## config.mk

```make
export PLATFORM = sky130hd
export DESIGN_NAME = radio_power_enable_reset_ctrl
export DESIGN_NICKNAME = d
export VERILOG_FILES = /design/src/rtl/radio_power_pkg.sv /design/src/rtl/pin_filter.sv /design/src/rtl/radio_power_enable_reset_ctrl.sv
export SDC_FILE = /design/constraint.sdc
export NUM_CORES = 1
export LEC_CHECK = 0
export ABC_AREA = 0
export ABC_CLOCK_PERIOD_IN_PS = 1500
export BUFFER_PORTS_ARGS = -buffer_cell sky130_fd_sc_hd__buf_2
export CAP_MARGIN = 20
export CORE_AREA = 3 3 40 42
export DETAILED_ROUTE_END_ITERATION = 10
export DIE_AREA = 0 0 43 45
export PLACE_DENSITY = 0.74
export SLEW_MARGIN = 15
export SYNTH_ARGS = -nofsm -noshare
export SYNTH_HDL_FRONTEND = slang
export SYNTH_SLANG_ARGS = --single-unit
```

## constraint.sdc

```tcl
create_clock -name clk -period 1.5 [get_ports clk]
set_input_delay 0.15 -clock clk [delete_from_list [all_inputs] [get_ports clk]]
set_output_delay 0.15 -clock clk [all_outputs]
set_load 0.03 [all_outputs]
```

## src/rtl/radio_power_pkg.sv

```systemverilog
// constants and types shared by the radio power enable and reset controller
// Overview of operation
// - in shutdown all outputs float and most input receivers are disabled
// - leaving shutdown performs a full power-up; no internal state survives
// - wlan enable high turns regulators on and releases wlan section reset
// - wlan enable low holds wlan section in reset whatever bt enable does
// - regulator enable is OR of both enables; off only when both low
// - each enable has a pull-down on after reset, separately switchable off
// - reference clock input buffer is off in sleep, on when sleep ends
// - bt enable high takes the bluetooth section out of reset
package radio_power_pkg;
	localparam int SYNC_STAGES = 3;
	localparam logic RESET_ACTIVE = 1'h1;
	localparam logic PULL_ON_RESET = 1'h1;
	localparam logic BUF_ON_RESET = 1'h1;
	localparam logic OFF_ON_RESET = 1'h0;
	localparam logic [1:0] SYNC_ZERO = 2'h0;

	typedef enum logic [2:0] {
		ST_SHUTDOWN = 3'h1,
		ST_ACTIVE = 3'h2,
		ST_SLEEP = 3'h4
	} power_state_e;
endpackage

```

## src/rtl/pin_filter.sv

```systemverilog
// three-stage pin synchroniser that accepts a change when stages two and three agree
`timescale 1ns/1ns
module pin_filter (
	input wire logic clk,
	input wire logic srst,
	input wire logic pinIn,
	output logic level
);
	logic meta_ff;
	logic [1:0] stage_ff;

	// first stage feeds only the second stage
	always_ff @(posedge clk) begin
		if (srst) begin
			meta_ff <= radio_power_pkg::OFF_ON_RESET;
			stage_ff <= radio_power_pkg::SYNC_ZERO;
		end else begin
			meta_ff <= pinIn;
			stage_ff <= {stage_ff[0], meta_ff};
		end
	end

	always_ff @(posedge clk) begin
		if (srst) begin
			level <= radio_power_pkg::OFF_ON_RESET;
		end else if (stage_ff[0] == stage_ff[1]) begin
			level <= stage_ff[1];
		end
	end
endmodule

```

## src/rtl/radio_power_enable_reset_ctrl.sv

```systemverilog
// power enable and reset controller for the wlan and bluetooth radio sections
`timescale 1ns/1ns
module radio_power_enable_reset_ctrl (
	input wire logic clk,
	input wire logic srst,
	input wire logic wlan_power_on_ctl,
	input wire logic bt_power_on_ctl,
	input wire logic sleepReq,
	input wire logic wlanPullDis,
	input wire logic btPullDis,
	output logic regulatorEn,
	output logic wlanResetN,
	output logic btResetN,
	output logic wlanPullEn,
	output logic btPullEn,
	output logic refClkBufEn,
	output logic inputRxEn,
	output logic outputEn,
	output logic stateClear
);
	logic wlanOn;
	logic btOn;
	logic anyOn;
	radio_power_pkg::power_state_e state_ff;
	radio_power_pkg::power_state_e nxt_state;

	// outputs and receivers are live in every state but shutdown
	function automatic logic isPowered(input radio_power_pkg::power_state_e st);
		return st != radio_power_pkg::ST_SHUTDOWN;
	endfunction

	// the enables come from the host's own clock domain, so they are filtered first
	pin_filter wlanSync (
		.clk(clk),
		.srst(srst),
		.pinIn(wlan_power_on_ctl),
		.level(wlanOn)
	);
	pin_filter btSync (
		.clk(clk),
		.srst(srst),
		.pinIn(bt_power_on_ctl),
		.level(btOn)
	);

	assign anyOn = wlanOn | btOn;

	always_comb begin
		nxt_state = state_ff;
		case (state_ff)
			radio_power_pkg::ST_SHUTDOWN: begin
				if (anyOn) begin
					nxt_state = radio_power_pkg::ST_ACTIVE;
				end
			end
			radio_power_pkg::ST_ACTIVE: begin
				if (!anyOn) begin
					nxt_state = radio_power_pkg::ST_SHUTDOWN;
				end else if (sleepReq) begin
					nxt_state = radio_power_pkg::ST_SLEEP;
				end
			end
			radio_power_pkg::ST_SLEEP: begin
				if (!anyOn) begin
					nxt_state = radio_power_pkg::ST_SHUTDOWN;
				end else if (!sleepReq) begin
					nxt_state = radio_power_pkg::ST_ACTIVE;
				end
			end
			default: begin
				nxt_state = radio_power_pkg::ST_SHUTDOWN;
			end
		endcase
	end

	always_ff @(posedge clk) begin
		if (srst) begin
			state_ff <= radio_power_pkg::ST_SHUTDOWN;
		end else begin
			state_ff <= nxt_state;
		end
	end

	// regulators and section resets follow the filtered enables directly
	always_ff @(posedge clk) begin
		if (srst) begin
			// regulators off and both sections held while srst is high
			regulatorEn <= radio_power_pkg::OFF_ON_RESET;
			wlanResetN <= radio_power_pkg::OFF_ON_RESET;
			btResetN <= radio_power_pkg::OFF_ON_RESET;
		end else begin
			regulatorEn <= anyOn;
			wlanResetN <= wlanOn;
			btResetN <= btOn;
		end
	end

	// pull-downs stay on until programming turns them off; a host that floats
	// its pin still sees the enable held low
	always_ff @(posedge clk) begin
		if (srst) begin
			wlanPullEn <= radio_power_pkg::PULL_ON_RESET;
			btPullEn <= radio_power_pkg::PULL_ON_RESET;
		end else begin
			wlanPullEn <= !wlanPullDis;
			btPullEn <= !btPullDis;
		end
	end

	always_ff @(posedge clk) begin
		if (srst) begin
			refClkBufEn <= radio_power_pkg::BUF_ON_RESET;
		end else begin
			refClkBufEn <= (nxt_state != radio_power_pkg::ST_SLEEP);
		end
	end

	// shutdown floats outputs and idles receivers; the enable pins keep their receivers
	always_ff @(posedge clk) begin
		if (srst) begin
			inputRxEn <= radio_power_pkg::OFF_ON_RESET;
			outputEn <= radio_power_pkg::OFF_ON_RESET;
		end else begin
			// taken from the next state so the pins switch on the same edge as the state
			inputRxEn <= isPowered(nxt_state);
			outputEn <= isPowered(nxt_state);
		end
	end

	// one-cycle pulse on leaving shutdown: downstream state is wiped, nothing retained
	always_ff @(posedge clk) begin
		if (srst) begin
			stateClear <= radio_power_pkg::OFF_ON_RESET;
		end else begin
			stateClear <= (state_ff == radio_power_pkg::ST_SHUTDOWN) && anyOn;
		end
	end
endmodule

```

### Word-level counts from Yosys, hierarchy flattened

Cells that the tools add are included.
W data, S select, Z words.

| storage, ports and cells | value |
|---|---|
| register bits after elaboration | 19 |
| bits of input ports | 7 |
| output and inout bits | 9 |
| logic and storage cells | 32 |

| operators by class | value |
|---|---|
| equality and inequality tests | 7 |
| multiplexer cells | 6 |
| bitwise logic cells | 1 |
| reductions and logical operators | 3 |

Operator list:

| kind | number |
|---|---|
| $mux W3 | 5 |
| $pmux W3 S3 | 1 |
| $eq A3 B1 Y1 const B | 1 |
| $eq A3 B2 Y1 const B | 1 |
| $eq A3 B3 Y1 const B | 1 |
| $ne A3 B1 Y1 const B | 1 |
| $ne A3 B3 Y1 const B | 1 |
| $eq A1 B1 Y1 | 2 |
| $logic_not A1 Y1 | 2 |
| $logic_and A1 B1 Y1 | 1 |
| $or A1 B1 Y1 | 1 |

### Logic depth before layout (Yosys ltp)

Gate-level depths: netlist of run 1.

| depth | value |
|---|---|
| word-level depth | 4 |
| gate-level depth with buffers | 3 |
| mapped depth without buffers | 2 |

### Modules after synthesis

Synthesis of run 1 repeated with hierarchy kept, for this count alone.

| second synthesis, totals | value |
|---|---|
| cells, all modules | 50 |
| area, all modules | 591.8 µm² |

By module, submodules not included:

| module | instances | cells an instance | area an instance (µm²) | seq. area each (µm²) |
|---|---|---|---|---|
| radio_power_enable_reset_ctrl | 1 | 30 | 366.6 | 220.2 |
| pin_filter | 2 | 10 | 112.6 | 80.1 |

### Worst setup path after synthesis of run 1

Ideal clock, no wire load.

| timing path | value |
|---|---|
| path kind | reg-to-reg |
| from | register wlanSync.level |
| to | register state_ff[2] |
| setup time | 0.117 ns |
| arrival time | 0.803 ns |
| setup slack | 0.580 ns |
| stages on the path, launching flop included | 4 |
| cells stage by stage | dfxtp_1 > o21ba_2 > buf_2 > and4b_1 |

| on the way | value |
|---|---|
| longest elaborated chain between the ends | 3 |

RTL lines:

| item | RTL line | text |
|---|---|---|
| from (decl) | pin_filter.sv:7 | `output logic level` |
| from (signal assigned) | pin_filter.sv:25 | `level <= radio_power_pkg::OFF_ON_RESET;` |
| from (signal assigned) | pin_filter.sv:27 | `level <= stage_ff[1];` |
| $or A1 B1 Y1 * | radio_power_enable_reset_ctrl.sv:46 | `assign anyOn = wlanOn \| btOn;` |
| $mux W3, on equally long branches | radio_power_enable_reset_ctrl.sv:64, radio_power_enable_reset_ctrl.sv:52, radio_power_enable_reset_ctrl.sv:57 |  |
| $pmux W3 S3 * | radio_power_enable_reset_ctrl.sv:50 | `case (state_ff)` |
| to (signal assigned) | radio_power_enable_reset_ctrl.sv:78 | `state_ff <= radio_power_pkg::ST_SHUTDOWN;` |
| to (signal assigned) | radio_power_enable_reset_ctrl.sv:80 | `state_ff <= nxt_state;` |
| to (decl) | radio_power_enable_reset_ctrl.sv:24 | `radio_power_pkg::power_state_e state_ff;` |

Mark *: on every way between the ends. The rest lies on a longest branch, timed or not.
A chain may end at the register's enable or synchronous reset.

### Worst setup path after layout of run 1

| timing path | value |
|---|---|
| from | register state_ff[0] |
| to | register state_ff[1] |

| on the way | value |
|---|---|
| longest elaborated chain between the ends | 2 |

RTL lines:

| item | RTL line |
|---|---|
| $eq A3 B3 Y1 (tied with other cells) | radio_power_enable_reset_ctrl.sv:50 |
| $pmux W3 S3 * | radio_power_enable_reset_ctrl.sv:50 |

Marked as above.

==> results of run 1 <==
==> flip-flops by register name, indices dropped and copies added (netlist names) <==
| signal | count |
|---|---|
| wlanSync.stage_ff | 2 |
| btSync.stage_ff | 2 |
| btPullEn | 1 |
| wlanSync.level | 1 |
| state_ff | 3 |
| btResetN | 1 |
| regulatorEn | 1 |
| wlanPullEn | 1 |
| outputEn | 1 |
| btSync.level | 1 |
| wlanSync.meta_ff | 1 |
| refClkBufEn | 1 |
| wlanResetN | 1 |
| btSync.meta_ff | 1 |
| stateClear | 1 |
==> per-stage QoR <==
step | setup slack [ns] | cells | util | power, mW
floorplan | 0.580 | 51 | - | 0.547
global placement | 0.572 | 78 | 0.525 | 0.559
detailed placement | 0.574 | 78 | 0.525 | 0.560
CTS | 0.537 | 82 | 0.546 | 0.803
global route | 0.467 | 84 | 0.562 | 0.834
finish | 0.524 | 84 | 0.562 | 0.804
==> power breakdown <==
| part | internal (mW) | switching (mW) | total, mW |
|---|---|---|---|
| logic | 0.0173 | 0.0177 | 0.0351 |
| clock network | 0.0989 | 0.152 | 0.251 |
| registers | 0.514 | 0.00343 | 0.518 |
==> repair_timing <==
item                                   CTS  global route
endpoints found under the hold margin    0             2
hold buffers                             0             2
setup buffers                            0             0
==> cell families after synthesis <==
logic type,count (synthesis),synth area share
buffers and inverters,3,0.0272
and+or+nand+nor,18,0.203
xor gates and xnor gates,2,0.0294
AOI/OAI and AO/OA,9,0.103
DFF,19,0.637
==> final cells by class <==
| class | count | share of cell area |
|---|---|---|
| Timing Repair Buffer | 17 | 0.132 |
| Clock buffer | 3 | 0.0312 |
| Sequential cell | 19 | 0.527 |
| Tap cell | 15 | 0.0260 |
| Clock inverter | 1 | 0.00693 |
| Multi-Input combinational cell | 29 | 0.277 |
==> per-layer routing <==
| metal | up-vias | part of all wire |
|---|---|---|
| met5 | - | 0 |
| met4 | 0 | 0.018 |
| met3 | 2 | 0.071 |
| met2 | 16 | 0.46 |
| met1 | 175 | 0.45 |
| li1 | 208 | - |
==> how the worst max path moves through the flow <==
stage | start | to | slack (ns) | cells past startpoint
final | state_ff[0] | state_ff[1] | 0.52 | 2
after floorplan | wlanSync.level | state_ff[2] | 0.58 | 3
after global routing | state_ff[0] | state_ff[1] | 0.47 | 2
after global placement | state_ff[2] | state_ff[1] | 0.57 | 2
after detailed placement | state_ff[0] | state_ff[1] | 0.57 | 2
after CTS | state_ff[2] | state_ff[1] | 0.54 | 2
==> critical path: stages, from the launching register on <==
cell and delay [ns]:
dfxtp_1 0.46, nor3b_1 0.30, o31a_1 0.18
==> cell usage in the layout (no fill, tap or decap), drive strengths merged <==
cell and instances:
nand2 2, o21ai 3, buf 15, a21oi 2, and4b 1, and2 1, o211ai 1, nor2b 7
nand2b 2, dfxtp 19, o21ba 1, o31a 1, nor4b 2, nor3b 1, o211a 1, clkbuf 3
and2b 1, dlygate4sd3 2, xor2 2, nand4b 1, clkinv 1
==> results.md, run 1 <==
- Mapped cell area: 597 um^2
- Syn_nets: just under 60
- Final Slew Violations: 0
- Htree depth: 1
- Final instance area: a little over 700 um^2
- Met3 usage in global routing: 0.0398
- Clock transition at path regs: 0.11 ns
- Worst flop-to-flop path endpoint: state_ff[1]
- Hold slack: 0.0629 ns
- R2r setup slk: 0.52 ns
- Top cell type's share of synthesized area: 0.637
- Startpoint types: flip-flop
- Max cap viols: 0
- Largest net degree at the start of global routing: 14
- Sink Count: 19
- Initial core utilization: 0.464
- Post-synthesis cell count: 51
- Critical-path maximum fanout: 7
- Fillers: 110
- Asr flop ratio synth: 0
- Final ANT Viol Nets: 0
- GP Congestion: 0.594
- Data arrival, critical path: 1.21 ns
- R2R depth: 2
- Clock period minus worst slack: 0.976 ns
- Post-synth EDFFs: 0
- Multi-input logic area: 200 um^2
- CTS tree: yes
- Syn Area/Cell: about 12 um^2
- Tcrit/Tclk final: 0.651
- Crit path capture type: flip-flop
- Worst Hold Class: in2reg
- Distinct cells, synth: 20
- I/O Buffers: 15
- Drt pass-1 iters: 4
- Share of cells above drive strength 1: 0.290
- Initial antenna violation count: 0
- Actual slew at the worst max-slew pin: 0.275 ns
- Total Wirelength: between 900 and 1000 um
- Ys flop type: dfxtp_1
- Top post-synthesis cells by area: dfxtp_1 (64%), nor2b_1 (7.3%), nor4b_1 (2.9%), xor2_1 (2.9%), o21ai_0 (2.5%)
- Ant. Diodes: 0
- Die Y: between 40 and 50 um
- Met1 usage: 0.117
- Register bit total from synthesis: 19
- Setup Skew: 0.00107 ns
- CTS max path bufs: 2
- FP Rows: 13
- FF/Latch Area: 380 um^2
- Critical Path RT: 1.74 ns
- Fin. Hold Viols: 0
- Met2 Use GR: 0.159
- Number of remaining DRC errors: 0
- Vias post-DR: 401
- Slew HR: 0.814
- Routed len/inst: 11.0 um
- Area Growth Syn to Fin: 21.0%
- Seq/Total Area, Yosys: 0.637
- GRT overflow: 0
- DRT iter0 DRCs: 10
- RSZ-0062 raised after global routing: false
- Die W: 43 um
- Worst Min Path Start: wlan_power_on_ctl
- Die area: between 1500 and 2000 um^2
- Most instantiated cells after synthesis: dfxtp_1 (19), nor2b_1 (7), o21ai_0 (3)
- Status: finished clean
- Total global-route track usage: 0.100
- Vias in the first global route: 340
- Most frequent cell after synthesis: dfxtp_1
- Leak: 0.317 nW
- Grt peak-use layer: met2
- Synth Warn #: 0
- Setup violators final: 0
- Area post-placement: 674 um^2
- Vias/cell: 4.77
- Core box area: 1280 um^2
- CTS root buffer: clkbuf_4
- Worst Hold Depth: 2
- Worst r2r src: state_ff[0]
- WHS Endpoint: wlanSync.meta_ff
- Worst-Skew Late Latency: about 0.29 ns
- Fmax: 1020 MHz
- IO Count: 16
- CTS Buf Count: 3
- Total power per unit cell area: 1110 nW/um^2
- VDD IR max: between 0.0006 and 0.0007 V
- Worst Path Class, Setup: reg2reg
- TNS Setup: 0 ns
- First-pass GRT wire length: 1410 um
- Post-synth top area cell: dfxtp_1
- Layout net count: 77
- Post-CTS sizing: 0
(Power assumes the default switching activity.)
==> run 2, diff against run 1 <==
--- a/config.mk
+++ b/config.mk
@@ -6,13 +6,13 @@
 export NUM_CORES = 1
 export LEC_CHECK = 0
 export ABC_AREA = 0
-export ABC_CLOCK_PERIOD_IN_PS = 1500
+export ABC_CLOCK_PERIOD_IN_PS = 850
 export BUFFER_PORTS_ARGS = -buffer_cell sky130_fd_sc_hd__buf_2
 export CAP_MARGIN = 20
-export CORE_AREA = 3 3 40 42
+export CORE_MARGIN = 3
+export CORE_UTILIZATION = 42
 export DETAILED_ROUTE_END_ITERATION = 10
-export DIE_AREA = 0 0 43 45
-export PLACE_DENSITY = 0.74
+export PLACE_DENSITY = 0.73
 export SLEW_MARGIN = 15
 export SYNTH_ARGS = -nofsm -noshare
 export SYNTH_HDL_FRONTEND = slang
==> constraint.sdc (replaced) <==
create_clock -name clk -period 0.85 [get_ports clk]
set_input_delay 0.085 -clock clk [delete_from_list [all_inputs] [get_ports clk]]
set_output_delay 0.085 -clock clk [all_outputs]
set_load 0.03 [all_outputs]
==> results.md, run 2 (synthesis gave the netlist of run 1 again) <==
- Largest regs: state_ff (3), btSync.stage_ff (2), wlanSync.stage_ff (2) (unchanged)
- Worst Hold Class: in2reg (unchanged)
- Status: finished with violations (was finished clean)
- Total Wirelength: 1080 um (was 925 um)
- Critical-path maximum fanout: 6 (was 7)
- CTS Buf Count: 3 (unchanged)
- Ant. Diodes: 0 (unchanged)
- Die W: 43.7 um (was 43 um)
- Worst-Skew Late Latency: 0.29 ns (about the same)
- Vias/cell: 4.95 (was 4.77)
- Dpl cells: 81 (was 78)
- GP Congestion: 0.695 (was 0.594)
- Tcrit/Tclk final: 1.08 (was 0.651)
- CP max stage cell: dfxtp_4 (was dfxtp_1)
- Fin. Hold Viols: 0 (unchanged)
- Die Y: 43.7 um (was 45 um)
- Sw Ratio: 0.214 (was 0.216)
- TNS Setup: -0.245 ns (was 0 ns)
- Total power per unit cell area: 1590 nW/um^2 (was 1110 nW/um^2)
- Largest register FFs: 3 (unchanged)
- Drt pass-1 iters: 4 (unchanged)
- FF/Latch Area: 402 um^2 (was 380 um^2)
- Clock period minus worst slack: 0.917 ns (was 0.976 ns)
- Max cap viols: 0 (unchanged)
- DRT iter0 DRCs: 5 (was 10)
- Total global-route track usage: 0.119 (was 0.100)
- Leak: 0.366 nW (was 0.317 nW)
- Initial core utilization: 0.491 (was 0.464)
- Routed len/inst: 12.3 um (was 11.0 um)
- Vias post-DR: 436 (was 401)
- VDD IR max: 0.000979 V (was 0.000643 V)
- Seq pwr share: 0.635 (was 0.644)
- FP Rows: 12 (was 13)
- Slew HR: 0.854 (was 0.814)
- Clock Power Share: 0.310 (was 0.312)
- Comb pwr share: 0.055 (was 0.044)
- Number of remaining DRC errors: 0 (unchanged)
- CTS tree: yes (unchanged)
- Switching power: 306 uW (was 173 uW)
- Vias in the first global route: 402 (was 340)
- Critical Path RT: 1.10 ns (was 1.74 ns)
- RSZ-0062 raised after global routing: true (was false)
- CTS root buffer: clkbuf_4 (unchanged)
- Initial antenna violation count: 0 (unchanged)
- Final Slew Violations: 0 (unchanged)
- Actual slew at the worst max-slew pin: 0.218 ns (was 0.275 ns)
- CTS max path bufs: 2 (unchanged)
- Setup slack after layout: -0.0670 ns (was 0.524 ns)
- Final ANT Viol Nets: 0 (unchanged)
- DP Wirelength: 670 um
- Crit path capture type: flip-flop (unchanged)
- Crit-path cells: buf_6 -> nor3b_4 -> and2_1 (was nor3b_1 -> o31a_1)
- Worst Path Class, Setup: reg2reg (unchanged)
- Data arrival, critical path: 1.16 ns (was 1.21 ns)
- Fmax: 1090 MHz (was 1020 MHz)
- Pint: 1.12 mW (was 631 uW)
- Multi-input logic area: 259 um^2 (was 200 um^2)
- Most common cell after layout, fill and taps aside: buf_6 (was dfxtp_1)
- Crit path largest cell delay: 0.40 ns (was 0.46 ns)
- Most frequent cells in the layout: buf_6 (10), dfxtp_2 (8), dfxtp_1 (8) (was dfxtp_1 (19), buf_2 (15), nor2b_1 (7))
- Setup violators final: 7 (was 0)
- Share of cells above drive strength 1: 0.541 (was 0.290)
- IO Count: 16 (unchanged)
- Clock transition at path regs: 0.11 ns (about the same)
- First-pass GRT wire length: 1660 um (was 1410 um)
- Setup Skew: 0.00827 ns (was 0.00107 ns)
- Sink Count: 19 (unchanged)
- Area Growth Syn to Fin: 50.3% (was 21.0%)
- Fillers: 86 (was 110)
- GRT overflow: 0 (unchanged)
- Largest net degree at the start of global routing: 13 (was 14)
- Layout Cells excl Fill: 88 (was 84)
- Startpoint types: flip-flop (unchanged)
- Biggest register: state_ff (unchanged)
- I/O Buffers: 15 (unchanged)
- Htree depth: 1 (unchanged)
- Layout net count: 82 (was 77)
- Core box area: 1220 um^2 (was 1280 um^2)
- Die area: 1910 um^2 (was 1940 um^2)
- Violated checks: setup timing
## run 2: final cells by class
cell class / count / area share
tap: 14 / 0.0195
timing repair buffer: 22 / 0.215
clock buffer: 4 / 0.0293
multi-input combinational: 29 / 0.289
sequential: 19 / 0.448
## run 2: worst paths after layout
path	cells past startpoint	to	startpoint	slack, ns
worst min-delay path	2	wlanSync.meta_ff	wlan_power_on_ctl	0.009
worst min register to register	1	btSync.stage_ff[0]	btSync.meta_ff	0.45
worst max-delay path	3	stateClear	state_ff[1]	-0.07
worst max register to register	3	stateClear	state_ff[1]	-0.07
## run 2: power groups by stage
stage	sequential [mW]	clock, mW	combinational (mW)
2_1_floorplan	0.945	0	0.0213
3_3_place_gp	0.933	0	0.0597
3_5_place_dp	0.934	0	0.0617
4_1_cts	0.906	0.459	0.0779
5_1_grt	0.910	0.493	0.0842
6_report	0.908	0.443	0.0792
## run 2: routing by layer
layer / routed length, um / up-vias / global-route usage
met1: 511 / 200 / 0.147
met2: 501 / 14 / 0.180
met4: 5 / 0 / 0.0904
met5: 0 / - / 0
met3: 62 / 2 / 0.0249
li1: - / 220 / -
## run 2: worst max-delay path: cells and delay by family, from the launching register on
family                 cells  cell delay, ns
buffers and inverters      1            0.13
and+or+nand+nor            2            0.35
DFF                        1            0.40
## run 2: timing repair
item / CTS / global route
gates resized for setup: 31 / 11
pin swaps: 2 / 3
setup endpoints to repair: 14 / 17
hold endpoints to repair: 2 / 0
buffers inserted: 1 / 0
hold buffers: 2 / 0
## run 2: per-stage QoR
stage,hold slack [ns],util,instance area [um^2],setup slack (ns),power [mW]
after floorplan,0.157,-,612,-0.0451,0.966
after global placement,0.256,0.585,712,-0.0223,0.993
after detailed placement,0.262,0.585,712,-0.0609,0.996
after CTS,0.00603,0.716,871,-0.0430,1.44
after global routing,0.00944,0.738,897,-0.0950,1.49
final,0.00927,0.738,897,-0.0670,1.43
